[src/hdl/eam_pkg.sv]
// Shared constants, register map and carrier types of the E1 alarm monitor.
// Assumes a single 50 MHz core clock and a one-second tick derived from it.
package eam_pkg;
    // Core clock and the one-second tick.
    localparam int CLK_PERIOD_NS = 20;
    localparam int TICK_PERIOD_NS = 1_000_000_000;
    localparam int TICK_CYCLES = TICK_PERIOD_NS / CLK_PERIOD_NS;
    // Register offsets.
    localparam logic [7:0] REG_CTRL = 8'h00;
    localparam logic [7:0] REG_MINOR = 8'h04;
    localparam logic [7:0] REG_MAJOR = 8'h08;
    localparam logic [7:0] REG_SLIP = 8'h0C;
    localparam logic [7:0] REG_STATUS = 8'h10;
    localparam logic [7:0] REG_TIME = 8'h14;
    localparam logic [7:0] REG_DATE = 8'h18;
    // Control and status bit positions.
    localparam int CTRL_SELFCLR = 0;
    localparam int CTRL_CLEAR = 1;
    localparam int STAT_BADPARAM = 3;
    // Threshold digits, durations and counter limits.
    localparam logic [3:0] DIG_MIN = 4'h3;
    localparam logic [3:0] DIG_MAX = 4'h9;
    localparam logic [3:0] DIG_UNITY = 4'h6;
    localparam logic [11:0] DUR_MAX = 12'hE10;
    localparam logic [15:0] ERR_SAT = 16'hFDE8;
    localparam logic [15:0] ERR_PER_SEC_UNITY = 16'h0002;
    localparam logic [4:0] SLIP_HRS_MAX = 5'h18;
    localparam logic [11:0] SECS_PER_HOUR = 12'hE10;
    localparam logic [4:0] HOURS_PER_DAY = 5'h18;
    localparam logic [5:0] MIN_PER_HOUR = 6'h3C;
    // Factory defaults.
    localparam logic [3:0] DEF_MINOR_DIG = 4'h6;
    localparam logic [3:0] DEF_MAJOR_DIG = 4'h5;
    localparam logic [11:0] DEF_DUR = 12'h00A;
    localparam logic [7:0] DEF_SLIP_THR = 8'h05;
    localparam logic [4:0] DEF_SLIP_HRS = 5'h02;

    typedef enum logic [2:0] {
        LVL_NONE = 3'b001,
        LVL_MINOR = 3'b010,
        LVL_MAJOR = 3'b100
    } eam_level_t;

    typedef struct packed {
        logic [3:0] digit;
        logic [11:0] dur;
    } eam_ber_cfg_t;

    typedef struct packed {
        logic [4:0] hh;
        logic [5:0] mm;
        logic [5:0] ss;
    } eam_time_t;

    typedef struct packed {
        logic [3:0] mon;
        logic [4:0] day;
        logic [6:0] yr;
    } eam_date_t;

    typedef struct packed {
        logic cleared;
        eam_level_t level;
        eam_time_t tod;
        eam_date_t date;
    } eam_log_t;

    // Shortest and longest duration allowed for each threshold digit.
    function automatic logic [11:0] eam_dur_min(input logic [3:0] d);
        case (d)
            4'h7: eam_dur_min = 12'h00A;
            4'h8: eam_dur_min = 12'h064;
            4'h9: eam_dur_min = 12'h3E8;
            default: eam_dur_min = 12'h001;
        endcase
    endfunction

    function automatic logic [11:0] eam_dur_max(input logic [3:0] d);
        case (d)
            4'h3: eam_dur_max = 12'h015;
            4'h4: eam_dur_max = 12'h0DA;
            4'h5: eam_dur_max = 12'h864;
            default: eam_dur_max = DUR_MAX;
        endcase
    endfunction
endpackage

[src/hdl/eam_alarm_monitor.sv]
// Top of the E1 alarm monitor: registers, tick, clock of day, slips and alarm grading.
// Assumes error and slip pulses come from logic on mclk; the board switch is a pin.
// Overview of operation
// RL1 - Below minor threshold: no alarm, outputs idle.
// RL2 - Minor: close contact, light LED, log.
// RL3 - Major: minor actions plus conditioning and yellow.
// RL4 - Conditioning presents all channels per board switch.
// RL5 - Threshold digit 3 to 9, else invalid.
// RL6 - Digit n means error ratio ten^-n.
// RL7 - Duration limited per digit, max 3600.
// RL8 - Duration 1 to 3600 seconds before alarm.
// RL9 - Error counter saturates at 65,000.
// RL10 - Software sets major digit below minor.
// RL11 - Self-clear drops indications, else hold.
// RL12 - Clearing reopens contact, LED off, logs.
// RL13 - Supervision ends when condition ceases anyway.
// RL14 - Declare as soon as count exceeded.
// RL15 - Activation resets counter, fresh window.
// RL16 - Clear only after full quiet window.
// RL17 - Slips above threshold raise major alarm.
// RL18 - Slip period 1 to 24 hours, reset.
// RL19 - Defaults: minor digit 6, major 5.
// RL20 - Defaults: 10 second durations.
// RL21 - Defaults: slip threshold 5, two hours.
// RL22 - Keep 24-hour time and date.
// RL23 - Manual clear resets alarms and counters.
// RL24 - Self-clearing enabled by default.
// RL25 - One-second tick; reset clears counters.
// RL26 - Minor and major monitored independently.
`timescale 1ns/1ps
`default_nettype none
module eam_alarm_monitor
    import eam_pkg::*;
#(
    parameter int TICK_DIV = TICK_CYCLES
)
(
    input wire logic mclk,
    input wire logic rst,
    input wire logic [7:0] regAddr,
    input wire logic [31:0] regWdata,
    input wire logic regWr,
    input wire logic regRd,
    output logic [31:0] regRdata,
    input wire logic bitErr,
    input wire logic frameSlip,
    input wire logic offHookSwitch,
    output logic alarmContact,
    output logic redLed,
    output logic lineCond,
    output logic chanOffHook,
    output logic yellowAlarm,
    output logic logValid,
    output eam_log_t logEntry,
    output eam_level_t alarmLevel
);
    localparam int DIV_W = $clog2(TICK_DIV);
    localparam logic [DIV_W-1:0] DIV_LAST = DIV_W'(TICK_DIV - 1);

    typedef struct packed {
        logic [DIV_W-1:0] div;
        logic tick;
        logic sw1;
        logic sw2;
        eam_ber_cfg_t minCfg;
        eam_ber_cfg_t majCfg;
        logic [7:0] slipThr;
        logic [4:0] slipHrs;
        logic selfClr;
        logic badParam;
        logic clrPulse;
        eam_time_t tod;
        eam_date_t date;
        logic [11:0] secOfHour;
        logic [4:0] hourCnt;
        logic [8:0] slipCnt;
        logic slipCond;
        eam_level_t ind;
        logic lineCond;
        logic [31:0] rdata;
        logic logValid;
        eam_log_t logEntry;
    } eam_top_state_t;

    eam_top_state_t st_ff, nxt_st;
    logic minCond, majCond;
    eam_level_t curLvl;
    logic [4:0] monthDays;

    // The two bit-error monitors run side by side with their own windows.
    eam_ber_window u_minor ( // RL26
        .mclk(mclk),
        .rst(rst),
        .tick(st_ff.tick),
        .errPulse(bitErr),
        .clr(st_ff.clrPulse),
        .cfg(st_ff.minCfg),
        .cond(minCond),
        .raise()
    );

    eam_ber_window u_major (
        .mclk(mclk),
        .rst(rst),
        .tick(st_ff.tick),
        .errPulse(bitErr),
        .clr(st_ff.clrPulse),
        .cfg(st_ff.majCfg),
        .cond(majCond),
        .raise()
    );

    // Validity checks on configuration writes.
    function automatic logic cfg_ok(input eam_ber_cfg_t c);
        cfg_ok = (c.digit >= DIG_MIN) && (c.digit <= DIG_MAX) // RL5
            && (c.dur >= eam_dur_min(c.digit)) // RL7
            && (c.dur <= eam_dur_max(c.digit)); // RL8
    endfunction

    // Rank of a level, for comparison.
    function automatic logic [1:0] rank(input eam_level_t l);
        case (l)
            LVL_MAJOR: rank = 2'h2;
            LVL_MINOR: rank = 2'h1;
            default: rank = 2'h0;
        endcase
    endfunction

    // Highest level currently detected by any monitor.
    always_comb begin
        if (majCond || st_ff.slipCond) begin
            curLvl = LVL_MAJOR;
        end else if (minCond) begin
            curLvl = LVL_MINOR;
        end else begin
            curLvl = LVL_NONE; // RL1
        end
    end

    // Days in the current month, with every fourth year a leap year.
    always_comb begin
        case (st_ff.date.mon)
            4'h2: monthDays = (st_ff.date.yr[1:0] == 2'h0) ? 5'h1D : 5'h1C;
            4'h4, 4'h6, 4'h9, 4'hB: monthDays = 5'h1E;
            default: monthDays = 5'h1F;
        endcase
    end

    // Next state of everything the top holds.
    always_comb begin
        eam_ber_cfg_t wcfg;
        eam_time_t wt;
        eam_date_t wd;
        wcfg = regWdata[15:0];
        wt = regWdata[16:0];
        wd = regWdata[15:0];
        nxt_st = st_ff;
        nxt_st.logValid = 1'b0;
        nxt_st.clrPulse = 1'b0;
        nxt_st.sw1 = offHookSwitch;
        nxt_st.sw2 = st_ff.sw1;

        // One-second tick divider.
        nxt_st.tick = 1'b0;
        if (st_ff.div == DIV_LAST) begin
            nxt_st.div = '0;
            nxt_st.tick = 1'b1; // RL25
        end else begin
            nxt_st.div = st_ff.div + DIV_W'(1);
        end

        // Clock of day and calendar.
        if (st_ff.tick) begin
            nxt_st.tod.ss = st_ff.tod.ss + 6'h01; // RL22
            if (st_ff.tod.ss == MIN_PER_HOUR - 6'h01) begin
                nxt_st.tod.ss = '0;
                nxt_st.tod.mm = st_ff.tod.mm + 6'h01;
                if (st_ff.tod.mm == MIN_PER_HOUR - 6'h01) begin
                    nxt_st.tod.mm = '0;
                    nxt_st.tod.hh = st_ff.tod.hh + 5'h01;
                    if (st_ff.tod.hh == HOURS_PER_DAY - 5'h01) begin
                        nxt_st.tod.hh = '0;
                        nxt_st.date.day = st_ff.date.day + 5'h01;
                        if (st_ff.date.day >= monthDays) begin
                            nxt_st.date.day = 5'h01;
                            nxt_st.date.mon = st_ff.date.mon + 4'h1;
                            if (st_ff.date.mon == 4'hC) begin
                                nxt_st.date.mon = 4'h1;
                                nxt_st.date.yr = (st_ff.date.yr == 7'h63) ? 7'h00
                                    : st_ff.date.yr + 7'h01;
                            end
                        end
                    end
                end
            end
        end

        // Frame slip counting over a period of whole hours.
        if (frameSlip && st_ff.slipCnt != 9'h1FF) begin
            nxt_st.slipCnt = st_ff.slipCnt + 9'h001;
        end
        if (nxt_st.slipCnt > {1'b0, st_ff.slipThr}) begin
            nxt_st.slipCond = 1'b1; // RL17
        end
        if (st_ff.tick) begin
            nxt_st.secOfHour = st_ff.secOfHour + 12'h001;
            if (st_ff.secOfHour == SECS_PER_HOUR - 12'h001) begin
                nxt_st.secOfHour = '0;
                nxt_st.hourCnt = st_ff.hourCnt + 5'h01;
                if (st_ff.hourCnt + 5'h01 >= st_ff.slipHrs) begin
                    nxt_st.hourCnt = '0;
                    nxt_st.slipCnt = '0; // RL18
                    nxt_st.slipCond = 1'b0;
                end
            end
        end

        // Register writes; a bad value is refused and flagged.
        if (regWr) begin
            case (regAddr)
                REG_CTRL: begin
                    nxt_st.selfClr = regWdata[CTRL_SELFCLR];
                    nxt_st.clrPulse = regWdata[CTRL_CLEAR];
                end
                REG_MINOR: begin
                    if (cfg_ok(wcfg)) begin
                        nxt_st.minCfg = wcfg;
                    end else begin
                        nxt_st.badParam = 1'b1; // RL5
                    end
                end
                REG_MAJOR: begin
                    if (cfg_ok(wcfg)) begin
                        nxt_st.majCfg = wcfg;
                    end else begin
                        nxt_st.badParam = 1'b1;
                    end
                end
                REG_SLIP: begin
                    if (regWdata[7:0] != 8'h00 && regWdata[12:8] != 5'h00
                        && regWdata[12:8] <= SLIP_HRS_MAX) begin
                        nxt_st.slipThr = regWdata[7:0];
                        nxt_st.slipHrs = regWdata[12:8];
                    end else begin
                        nxt_st.badParam = 1'b1;
                    end
                end
                REG_STATUS: begin
                    if (regWdata[STAT_BADPARAM]) begin
                        nxt_st.badParam = 1'b0;
                    end
                end
                REG_TIME: begin
                    if (wt.hh < HOURS_PER_DAY && wt.mm < MIN_PER_HOUR
                        && wt.ss < MIN_PER_HOUR) begin
                        nxt_st.tod = wt;
                    end else begin
                        nxt_st.badParam = 1'b1;
                    end
                end
                REG_DATE: begin
                    if (wd.mon != 4'h0 && wd.mon <= 4'hC && wd.day != 5'h00
                        && wd.yr <= 7'h63) begin
                        nxt_st.date = wd;
                    end else begin
                        nxt_st.badParam = 1'b1;
                    end
                end
                default: begin
                end
            endcase
        end

        // Manual clear also drops the slip condition and counters.
        if (st_ff.clrPulse) begin
            nxt_st.slipCnt = '0; // RL23
            nxt_st.slipCond = 1'b0;
            nxt_st.hourCnt = '0;
            nxt_st.secOfHour = '0;
        end

        // Alarm grading: rise at once, fall by self-clear or manual clear.
        nxt_st.logEntry.tod = st_ff.tod;
        nxt_st.logEntry.date = st_ff.date;
        if (st_ff.clrPulse) begin
            nxt_st.ind = LVL_NONE; // RL23
            if (st_ff.ind != LVL_NONE) begin
                nxt_st.logValid = 1'b1; // RL12
                nxt_st.logEntry.cleared = 1'b1;
                nxt_st.logEntry.level = st_ff.ind;
            end
        end else if (rank(curLvl) > rank(st_ff.ind)) begin
            nxt_st.ind = curLvl; // RL2
            nxt_st.logValid = 1'b1;
            nxt_st.logEntry.cleared = 1'b0;
            nxt_st.logEntry.level = curLvl;
        end else if (st_ff.selfClr && rank(curLvl) < rank(st_ff.ind)) begin
            nxt_st.ind = curLvl; // RL11
            nxt_st.logValid = 1'b1; // RL12
            nxt_st.logEntry.cleared = 1'b1;
            nxt_st.logEntry.level = st_ff.ind;
        end

        // Line conditioning follows the major condition itself.
        nxt_st.lineCond = (curLvl == LVL_MAJOR) && !st_ff.clrPulse; // RL13

        // Read data, returned in the cycle after the strobe.
        nxt_st.rdata = '0;
        if (regRd) begin
            case (regAddr)
                REG_CTRL: nxt_st.rdata[CTRL_SELFCLR] = st_ff.selfClr;
                REG_MINOR: nxt_st.rdata[15:0] = st_ff.minCfg;
                REG_MAJOR: nxt_st.rdata[15:0] = st_ff.majCfg;
                REG_SLIP: nxt_st.rdata[12:0] = {st_ff.slipHrs, st_ff.slipThr};
                REG_STATUS: nxt_st.rdata = {7'h00, st_ff.slipCnt, 12'h000, st_ff.badParam,
                    st_ff.ind};
                REG_TIME: nxt_st.rdata[16:0] = st_ff.tod;
                REG_DATE: nxt_st.rdata[15:0] = st_ff.date;
                default: nxt_st.rdata = '0;
            endcase
        end
    end

    // State register with factory defaults.
    always_ff @(posedge mclk or posedge rst) begin
        if (rst) begin
            st_ff <= '0; // RL25
            st_ff.minCfg <= '{digit: DEF_MINOR_DIG, dur: DEF_DUR}; // RL19
            st_ff.majCfg <= '{digit: DEF_MAJOR_DIG, dur: DEF_DUR}; // RL20
            st_ff.slipThr <= DEF_SLIP_THR; // RL21
            st_ff.slipHrs <= DEF_SLIP_HRS;
            st_ff.selfClr <= 1'b1; // RL24
            st_ff.ind <= LVL_NONE;
            st_ff.logEntry.level <= LVL_NONE;
            st_ff.date <= '{mon: 4'h1, day: 5'h01, yr: 7'h00};
        end else begin
            st_ff <= nxt_st;
        end
    end

    // Outputs come straight from the state register.
    assign alarmContact = st_ff.ind != LVL_NONE; // RL2
    assign redLed = st_ff.ind != LVL_NONE;
    assign lineCond = st_ff.lineCond; // RL3
    assign yellowAlarm = st_ff.lineCond;
    assign chanOffHook = st_ff.lineCond && st_ff.sw2; // RL4
    assign logValid = st_ff.logValid;
    assign logEntry = st_ff.logEntry;
    assign alarmLevel = st_ff.ind;
    assign regRdata = st_ff.rdata;
endmodule
`default_nettype wire

[src/hdl/eam_ber_window.sv]
// One bit-error monitor: counts errors over a window of whole seconds.
// Assumes errPulse and tick are single-cycle pulses on mclk.
`timescale 1ns/1ps
`default_nettype none
module eam_ber_window
    import eam_pkg::*;
(
    input wire logic mclk,
    input wire logic rst,
    input wire logic tick,
    input wire logic errPulse,
    input wire logic clr,
    input wire eam_ber_cfg_t cfg,
    output logic cond,
    output logic raise
);
    typedef struct packed {
        logic [15:0] errCnt;
        logic [11:0] secs;
        logic cond;
        logic raise;
    } eam_bw_state_t;

    eam_bw_state_t cur_ff, nxt_cur;
    logic [27:0] prod;
    logic [15:0] limit;

    // Allowed error count for the window: two per second at the unity digit.
    always_comb begin
        prod = 28'(cfg.dur) * 28'(ERR_PER_SEC_UNITY); // RL6
        case (cfg.digit)
            4'h3: limit = 16'(prod * 28'h00003E8);
            4'h4: limit = 16'(prod * 28'h0000064);
            4'h5: limit = 16'(prod * 28'h000000A);
            4'h7: limit = 16'(prod / 28'h000000A);
            4'h8: limit = 16'(prod / 28'h0000064);
            4'h9: limit = 16'(prod / 28'h00003E8);
            default: limit = 16'(prod);
        endcase
    end

    // Window and counter update.
    always_comb begin
        nxt_cur = cur_ff;
        nxt_cur.raise = 1'b0;
        if (errPulse && cur_ff.errCnt != ERR_SAT) begin
            nxt_cur.errCnt = cur_ff.errCnt + 16'h0001; // RL9
        end
        if (tick) begin
            nxt_cur.secs = cur_ff.secs + 12'h001;
        end
        if (clr) begin
            nxt_cur = '0; // RL23
        end else if (nxt_cur.errCnt > limit) begin
            nxt_cur.cond = 1'b1; // RL14
            nxt_cur.raise = 1'b1;
            nxt_cur.errCnt = '0; // RL15
            nxt_cur.secs = '0;
        end else if (nxt_cur.secs >= cfg.dur) begin
            nxt_cur.cond = 1'b0; // RL16
            nxt_cur.errCnt = '0;
            nxt_cur.secs = '0;
        end
    end

    // State register.
    always_ff @(posedge mclk or posedge rst) begin
        if (rst) begin
            cur_ff <= '0; // RL25
        end else begin
            cur_ff <= nxt_cur;
        end
    end

    assign cond = cur_ff.cond;
    assign raise = cur_ff.raise;
endmodule
`default_nettype wire

[config.mk]
export PLATFORM = sky130hd
export DESIGN_NAME = eam_alarm_monitor
export DESIGN_NICKNAME = d
export VERILOG_FILES = /design/src/hdl/eam_pkg.sv /design/src/hdl/eam_alarm_monitor.sv /design/src/hdl/eam_ber_window.sv
export SDC_FILE = /design/constraint.sdc
export NUM_CORES = 1
export LEC_CHECK = 0
export BUFFER_PORTS_ARGS = -buffer_cell sky130_fd_sc_hd__buf_2
export CAP_MARGIN = 20
export CORE_MARGIN = 4
export CORE_UTILIZATION = 60
export DETAILED_ROUTE_END_ITERATION = 8
export MAX_ROUTING_LAYER = met4
export PLACE_DENSITY_LB_ADDON = 0.3
export SYNTH_ARGS = -nofsm -noshare
export SYNTH_HDL_FRONTEND = slang
export SYNTH_SLANG_ARGS = --single-unit
[constraint.sdc]
create_clock -name mclk -period 48 [get_ports mclk]
set_input_delay 7.2 -clock mclk [delete_from_list [all_inputs] [get_ports mclk]]
set_output_delay 7.2 -clock mclk [all_outputs]
set_load 0.01 [all_outputs]
# [Yosys cells after proc, flatten, opt, wreduce, memory -nomap -nowiden]
# Cells that the tools add are included.
[word_totals] reg_bits=269 input_bits=47 output_inout_bits=78 word_cells=259
[classes] addsub=14 n_mul=6 div_mod_pow=6 n_lt_le_gt_ge=21 eq_ne=51 muxes=80 reduce_logical=40
[ops] operator="$pmux W16 S6" n=2
[ops] operator="$mux W12" n=10
[ops] operator="$mux W29" n=4
[ops] operator="$mux W16" n=7
[ops] operator="$mux W27" n=3
[ops] operator="$pmux W12 S6" n=1
[ops] operator="$mux W33" n=2
[ops] operator="$mux W30" n=2
[ops] operator="$div A13 B10 Y28 const B" n=2
[ops] operator="$div A13 B4 Y28 const B" n=2
[ops] operator="$div A13 B7 Y28 const B" n=2
[ops] operator="$ge A12 B12 Y1" n=4
[ops] operator="$eq A4 B3 Y1 const B" n=11
[ops] operator="$add A12 B1 Y12 const B" n=3
[ops] operator="$eq A4 B4 Y1 const B" n=9
[ops] operator="$pmux W12 S3" n=1
[ops] operator="$mux W17" n=2
[ops] operator="$mux W34" n=1
[ops] operator="$add A16 B1 Y16 const B" n=2
[ops] operator="$gt A16 B16 Y1" n=2
[ops] operator="$ne A16 B16 Y1 const B" n=2
[ops] operator="$pmux W10 S3" n=1
[ops] operator="$mul A12 B3 Y14 const B" n=2
[ops] operator="$add A26 B1 Y26 const B" n=1
[ops] operator="other kinds (64)" n=140

# [Logic depth before layout (Yosys ltp)]
# Gate-level depths: netlist of the first run.
[depth] ltp_word=13 depth_mapped=149 ltp_nobuf=137

# [By module]
# From an unflattened synthesis of the first run, not the netlist that was laid out.
[unflattened] hier_cells=3659 area_unflattened_um2=31248.7
[by_module_without_submodules] module="eam_alarm_monitor" n_inst=1 cells_each=1076 area_each_um2=10906.7 seq_area_each_um2=5124.9
[by_module_without_submodules] module="eam_ber_window at u_major" n_inst=1 cells_each=1304 area_each_um2=10313.6 seq_area_each_um2=750.7
[by_module_without_submodules] module="eam_ber_window at u_minor" n_inst=1 cells_each=1279 area_each_um2=10028.4 seq_area_each_um2=750.7

# [Worst setup path before layout of the first run]
# OpenSTA, ideal clock, no wires.
[synth_path] path_kind="register to register" startpoint="register st_ff[181] in the netlist's numbering" endpoint="register u_minor.cur_ff[2] in the netlist's numbering" setup_ps=72 arrival_ps=27128 required_ps=47928 path_slack_ps=20800 stages_incl_launch_ff=139 n_path_buf=14 period_less_slack_ps=27200 path_cell_list="dfrtp_1 -> clkbuf_1 -> and2_1 -> buf_6 -> inv_2 -> nor2_1 -> inv_1 -> ha_1 -> o21a_2 -> o21ai_0 -> nand2b_1 -> nand2_1 -> nor3b_1 -> ha_1 -> o211a_1 -> nor3_1 -> nand3b_1 -> a21oi_1 -> [... 103 more ...] -> nor2b_1 -> o21ai_0 -> nand2b_1 -> a21oi_1 -> nor2b_1 -> o21ai_0 -> nand2b_1 -> a21oi_1 -> nor2b_1 -> o21ai_0 -> nand2_1 -> a21o_1 -> a21oi_1 -> a21oi_1 -> nor3_1 -> clkbuf_1 -> nand2_1 -> nor2_1"
[synth_rtl] element="start, declared" line="eam_alarm_monitor.sv:85" source="eam_top_state_t st_ff, nxt_st;"
[synth_rtl] element="start signal, assigned" line="eam_alarm_monitor.sv:337" source="st_ff <= nxt_st;"
[synth_rtl] element="end signal, assigned" line="eam_ber_window.sv:71" source="cur_ff <= nxt_cur;"
[synth_rtl] element="end, declared" line="eam_ber_window.sv:24" source="eam_bw_state_t cur_ff, nxt_cur;"

==> flow_metrics.tcl, run 1 <==
set metrics [dict create \
    cts_num_sinks 262 \
    max_cap_violations 0 \
    yosysWarnings 0 \
    grtUsageTotal 0.280 \
    ys_types 127 \
    required_ns 48.48 \
    grtUsageMet1 0.367 \
    routed_wl_um 75600 \
    clockRootBuffer "clkbuf_16" \
    cts_hold_buf 0 \
    numCtsBuffers 27 \
    core_mm2 0.0494 \
    synthArstFlopShare 1.00 \
    cpPeakStageDelay_ns 0.83 \
    grt_pass1_vias 24900 \
    post_synth.cell_area_avg_um2 8.43 \
    fill_cells 4191 \
    slew_viol_final 0 \
    drive_above_1_share 0.0955 \
    tightest_slew_ns 1.05 \
    clock_latency_ns 0.56 \
    die_area_mm2 0.0539 \
    seq_area_frac_synth 0.218 \
    cts_tree "built" \
    hp-class "reg -> reg" \
    path_max_fanout 28 \
    hpwl_um 57800 \
    fin_skew_ns 0.0174 \
    crit_path_top_delay_cell "nor4b_4" \
    vias 26200 \
    crit_arrival_ns 32.18 \
    cpMostUsedCell "ha_1" \
    boundaryPins 125 \
    drc 0 \
    grt.busiest_layer "met2" \
    area_growth_pct 5.64 \
    cts_resized 0 \
    synth_edf_count 0 \
    layout.nets 4099 \
    layout_common_cells "420 x ha_1, 302 x nand2_1, 248 x nor2_1" \
    fmax_ghz 0.0315 \
    antenna_found_initial 2 \
    postCtsSetupRepairBufs 0 \
    cts.clk_slew.worst_paths_ns 0.07 \
    fp.dieW_um 232 \
    met3_usage 0.0367 \
    yosys_register_bits 262 \
    h-tree-depth 1 \
    numPortBuffers 102 \
    cp-start-kind "register" \
    routed_via_density 6.16 \
    timing.final.crit_share 0.660 \
    initial_core_util 0.611 \
    synth_area_leader_cell "dfrtp_1" \
    place.gp.congestion 0.930 \
    grt_pass1_wl_um 124000 \
    grt_max_degree 124 \
    rows 81 \
    grt_util_met2 0.461 \
    fin_tns_setup_ns 0 \
    slew_headroom 0.297 \
    synthCells 3575 \
    setup_viol 0 \
    synth_top_area_frac 0.204 \
    antenna_left 0 \
    fin_crit_ns 31.70 \
    ff2ff_setup_slack_ns 16.30 \
    outcome "completed" \
    syn_area_mm2 0.0302 \
    rsz0062_at_grt "false" \
    wl_per_cell_um 17.8 \
    ys.flop_type "dfrtp_1" \
    drtPass1Iterations 6 \
    ys_top_cells_by_area "dfrtp_1 20%, ha_1 17%, xnor2_1 4.4%, fa_1 4.1%, o21ai_0 4.1%" \
    path_class "reg -> reg" \
    clk_path_buf_depth 3 \
    critPathCaptureType "register" \
    drt_iter0_drc 1934 \
    grt-ovfl-total 0 \
    dieHeight_um 232 \
    hold_violations 0 \
    final_common_cell "ha_1" \
]
path summary, 6_finish.rpt:
| path | depth (start not counted) | end | start |
|---|---|---|---|
| setup / recovery | 130 | u_minor.cur_ff[14]$_DFF_PP0_ | st_ff[180]$_DFFE_PP1P_ |
| hold / removal | 0 | st_ff[182]$_DFF_PP0_ | nxt_st[182]$_DFF_PP0_ |
| setup reg to reg | 130 | u_minor.cur_ff[14]$_DFF_PP0_ | st_ff[180]$_DFFE_PP1P_ |
| hold reg to reg | 0 | st_ff[182]$_DFF_PP0_ | nxt_st[182]$_DFF_PP0_ |
| max in group asynchronous | 3 | st_ff[177]$_DFFE_PP0P_ | rst |
| min in group asynchronous | 2 | st_ff[204]$_DFF_PP0_ | rst |
state kept, by name (all words and copies together) (netlist names):
register	count
alarmLevel	3
lineCond	1
logEntry	37
logValid	1
nxt_st	34
regRdata	25
st_ff	103
u_major.cond	1
u_major.cur_ff	28
u_minor.cond	1
u_minor.cur_ff	28
per-layer routing:
metal  up-vias  part of all wire  wire length [µm]
li1      12800                 -                 -
met1     12500              0.44             33300
met2       750              0.47             35700
met3       153             0.061              4610
met4         0             0.026              1980
met5         -                 0                 0
cells by family (layout without fill, tap and decap cells):
group                    Yosys count  count (layout)  share of synthesized area
AO/OA/AOI/OAI                    890             890                      0.197
XOR/XNOR                         239             239                     0.0694
adder cells (fa/ha/maj)          482             482                      0.215
buffers and inverters            416             420                     0.0632
flip-flops                       262             262                      0.218
multiplexers                      85              85                     0.0312
other                              1              15                   0.000124
AND/OR/NAND/NOR                 1200            1200                      0.206
cells in the mapped netlist, drive strengths merged (17+ instances only):
cell type / number
or3: 38
o31ai: 32
a211oi: 20
a21o: 68
xnor2: 153
buf: 87
nor4: 27
a21oi: 192
nand2: 302
inv: 227
nor2b: 65
nand2b: 68
mux2i: 37
nor3: 95
clkbuf: 102
a22oi: 26
o21ai: 257
dfrtp: 246
and2: 28
mux2: 47
nor3b: 25
xor2: 86
o21bai: 20
o21a: 55
and3: 98
a31oi: 19
fa: 62
o211ai: 31
a22o: 17
ha: 420
nand4: 56
nand3: 78
nor2: 251
worst max-delay path: cells and delay by family (launching register included):
| family | cells | cell delay, ns |
|---|---|---|
| flops | 1 | 0.71 |
| buf+inv | 6 | 1.96 |
| mux | 10 | 2.79 |
| compound gates | 53 | 11.36 |
| fa+ha+maj | 14 | 4.29 |
| simple gates | 47 | 10.47 |
through the flow:
step / worst slack, ns / hold WS (ns) / instance area (µm²) / util / std cells
3_3_place_gp: 16.47 / 0.337 / 30800 / 0.624 / 4202
3_5_place_dp: 16.55 / 0.350 / 30800 / 0.624 / 4203
5_1_grt: 13.34 / 0.382 / 31900 / 0.645 / 4257
2_1_floorplan: 20.80 / 0.331 / 30200 / - / 3587
4_1_cts: 16.43 / 0.362 / 31800 / 0.645 / 4253
6_report: 16.30 / 0.359 / 31900 / 0.645 / 4257
layout make-up:
cell class / instances / area (µm²) / area share
clock inverter: 15 / 253 / 0.00793
sequential: 262 / 6580 / 0.206
multi-input combinational: 2909 / 21700 / 0.682
inverter: 227 / 860 / 0.0270
timing repair buffer: 143 / 831 / 0.0261
clock buffer: 35 / 766 / 0.0240
antenna: 2 / 5.00 / 0.000157
tap: 664 / 831 / 0.0261
Power of run 1 is not shown: default switching activity piles up to over one toggle a cycle in this logic, so the estimate is an artifact.
==> run 2, diff against run 1 <==
ABC_AREA = 1   (was unset)
clock period = 31.3 ns   (was 48 ns; I/O delays follow)
==> flow_metrics.tcl, run 2 <==
set metrics [dict create \
    routed_via_density 5.61 \
    synth_xor_area_frac 0.0650 \
    yosys_register_bits 262 \
    synth_fa_ha_area_frac 0.212 \
    core_mm2 0.0503 \
    synth-simple-area-share 0.249 \
    clock_latency_ns 0.57 \
    initial_core_util 0.608 \
    hp-class "reg -> reg" \
    dieHeight_um 234 \
    antenna_found_initial 0 \
    tightest_slew_ns 1.07 \
    synth_common_cells "733 x nand2_1, 720 x inv_1, 420 x ha_1, 410 x nor2_1, 287 x o21ai_0" \
    fp.dieW_um 234 \
    layout_common_cells "733 x nand2_1, 719 x inv_1, 420 x ha_1" \
    largest_reg_flops 103 \
    cts.clk_slew.worst_paths_ns 0.07 \
    rsz0062_at_grt "false" \
    cts_num_sinks 262 \
    yosysWarnings 0 \
    syn_area_mm2 0.0306 \
    seq_area_frac_synth 0.215 \
    layout.nets 4814 \
    area_growth_pct 5.57 \
    slew_viol_final 0 \
    fin_crit_ns 23.87 \
    cpPeakStageDelay_ns 0.63 \
    max_cap_violations 0 \
    grt_max_degree 116 \
    grtUsageTotal 0.290 \
    post_synth.cell_area_avg_um2 7.18 \
    fin_skew_ns 0.0299 \
    clk_path_buf_depth 3 \
    postCtsSetupRepairBufs 0 \
    drive_above_1_share 0.0857 \
    ys_top_cells_by_area "dfrtp_1 20%, ha_1 17%, nand2_1 9.0%, inv_1 8.8%, nor2_1 5.0%" \
    critPathCaptureType "register" \
    synth.area.mux_share 0.000327 \
    outcome "completed" \
    crit_path_top_delay_cell "dfstp_2" \
    hpwl_um 60900 \
    final_cells 4979 \
    path_class "reg -> reg" \
    cts_resized 0 \
    numPortBuffers 102 \
    numCtsBuffers 27 \
    antenna_left 0 \
    synthCells 4261 \
    die_area_mm2 0.0547 \
    ys_types 73 \
    drc 0 \
    vias 27900 \
    synth_edf_count 0 \
    slew_headroom 0.286 \
    final_common_cell "nand2_1" \
    routed_wl_um 78700 \
    yosysMostFrequentCell "nand2_1" \
    fin_tns_setup_ns 0 \
    synth_area_leader_cell "dfrtp_1" \
    fill_cells 4466 \
    hold_violations 0 \
    path_max_fanout 32 \
    crit_arrival_ns 24.34 \
    timing.final.crit_share 0.763 \
    place.gp.congestion 0.994 \
    setup_viol 0 \
    ys.flop_type "dfrtp_1" \
    synthArstFlopShare 1.00 \
    grt_pass1_wl_um 127000 \
    rows 82 \
    required_ns 31.78 \
    cts_tree "built" \
    cp-start-kind "register" \
    regMostFlops "st_ff" \
    boundaryPins 125 \
    h-tree-depth 1 \
    timing.hold.ws_ns 0.349 \
    drtPass1Iterations 6 \
    cts_hold_buf 0 \
    dp.cells 4926 \
    clockRootBuffer "clkbuf_16" \
    grt-ovfl-total 0 \
    cpMostUsedCell "nand2_1" \
    synth_compound_area_frac 0.138 \
    wl_per_cell_um 15.8 \
    drt_iter0_drc 1956 \
    fmax_ghz 0.0419 \
    grt_pass1_vias 25600 \
    synth_top_area_frac 0.201 \
    synth_top_family_by_area "simple AND/OR/NAND/NOR gates" \
]
run 2: cell types whose count changed after synthesis, sizes merged, moves of 71 or more:
cell | before | now
nor2 | 251 | 426
inv | 227 | 737
nand2 | 302 | 817
and3 | 98 | 3
xnor2 | 153 | 82
nand3 | 78 | 200
run 2: critical path, delay by kind of cell, from the launching register on:
family / cells / cell delay [ns]
simple gates: 86 / 8.83
compound gates: 35 / 6.65
fa+ha+maj: 14 / 4.39
buf+inv: 19 / 3.00
flops: 1 / 0.63
xor+xnor: 1 / 0.23
run 2: metrics by stage:
step | instance area, µm² | util | setup WS (ns)
6_report | 32300 | 0.642 | 7.43
4_1_cts | 32300 | 0.642 | 7.46
3_3_place_gp | 31300 | 0.623 | 7.95
5_1_grt | 32300 | 0.642 | 4.46
3_5_place_dp | 31300 | 0.623 | 7.53
2_1_floorplan | 30600 | - | 10.72
run 2: path summary, 6_finish.rpt:
check,slack (ns),startpoint,cells after the start,end
min in group asynchronous,4.25,rst,2,u_minor.cur_ff[14]$_DFF_PP0_
max in group asynchronous,24.68,rst,4,u_major.cur_ff[11]$_DFF_PP0_
setup reg to reg,7.43,st_ff[164]$_DFFE_PP1P_,155,u_major.cur_ff[18]$_DFF_PP0_
setup / recovery,7.43,st_ff[164]$_DFFE_PP1P_,155,u_major.cur_ff[18]$_DFF_PP0_
hold / removal,0.35,nxt_st[182]$_DFF_PP0_,0,st_ff[182]$_DFF_PP0_
hold reg to reg,0.35,nxt_st[182]$_DFF_PP0_,0,st_ff[182]$_DFF_PP0_
run 2: cell type report:
cell class	count	area [µm²]	share of cell area
multi-input combinational	3119	20400	0.631
sequential	262	6580	0.204
inverter	744	2800	0.0867
tap	672	841	0.0260
timing repair buffer	131	748	0.0232
clock buffer	34	712	0.0220
clock inverter	16	224	0.00694
antenna	1	2.50	0.0000775
run 2: cells by family (layout without fill, tap and decap cells):
group / count (synthesis) / count (layout)
and+or+nand+nor: 1679 / 1679
buffers and inverters: 892 / 925
AOI/OAI and AO/OA: 717 / 717
adders and majority gates: 482 / 482
DFF: 262 / 262
xor gates and xnor gates: 227 / 227
other: 1 / 14
muxes: 1 / 1
run 2: metal layers:
metal / GRT usage / up-vias / routed length, µm
li1: - / 14000 / -
met1: 0.406 / 13000 / 36400
met2: 0.457 / 865 / 35000
met3: 0.0260 / 148 / 5150
met4: 0.0739 / 0 / 2140
met5: - / - / 0
Power of run 2 is left out for the same reason.
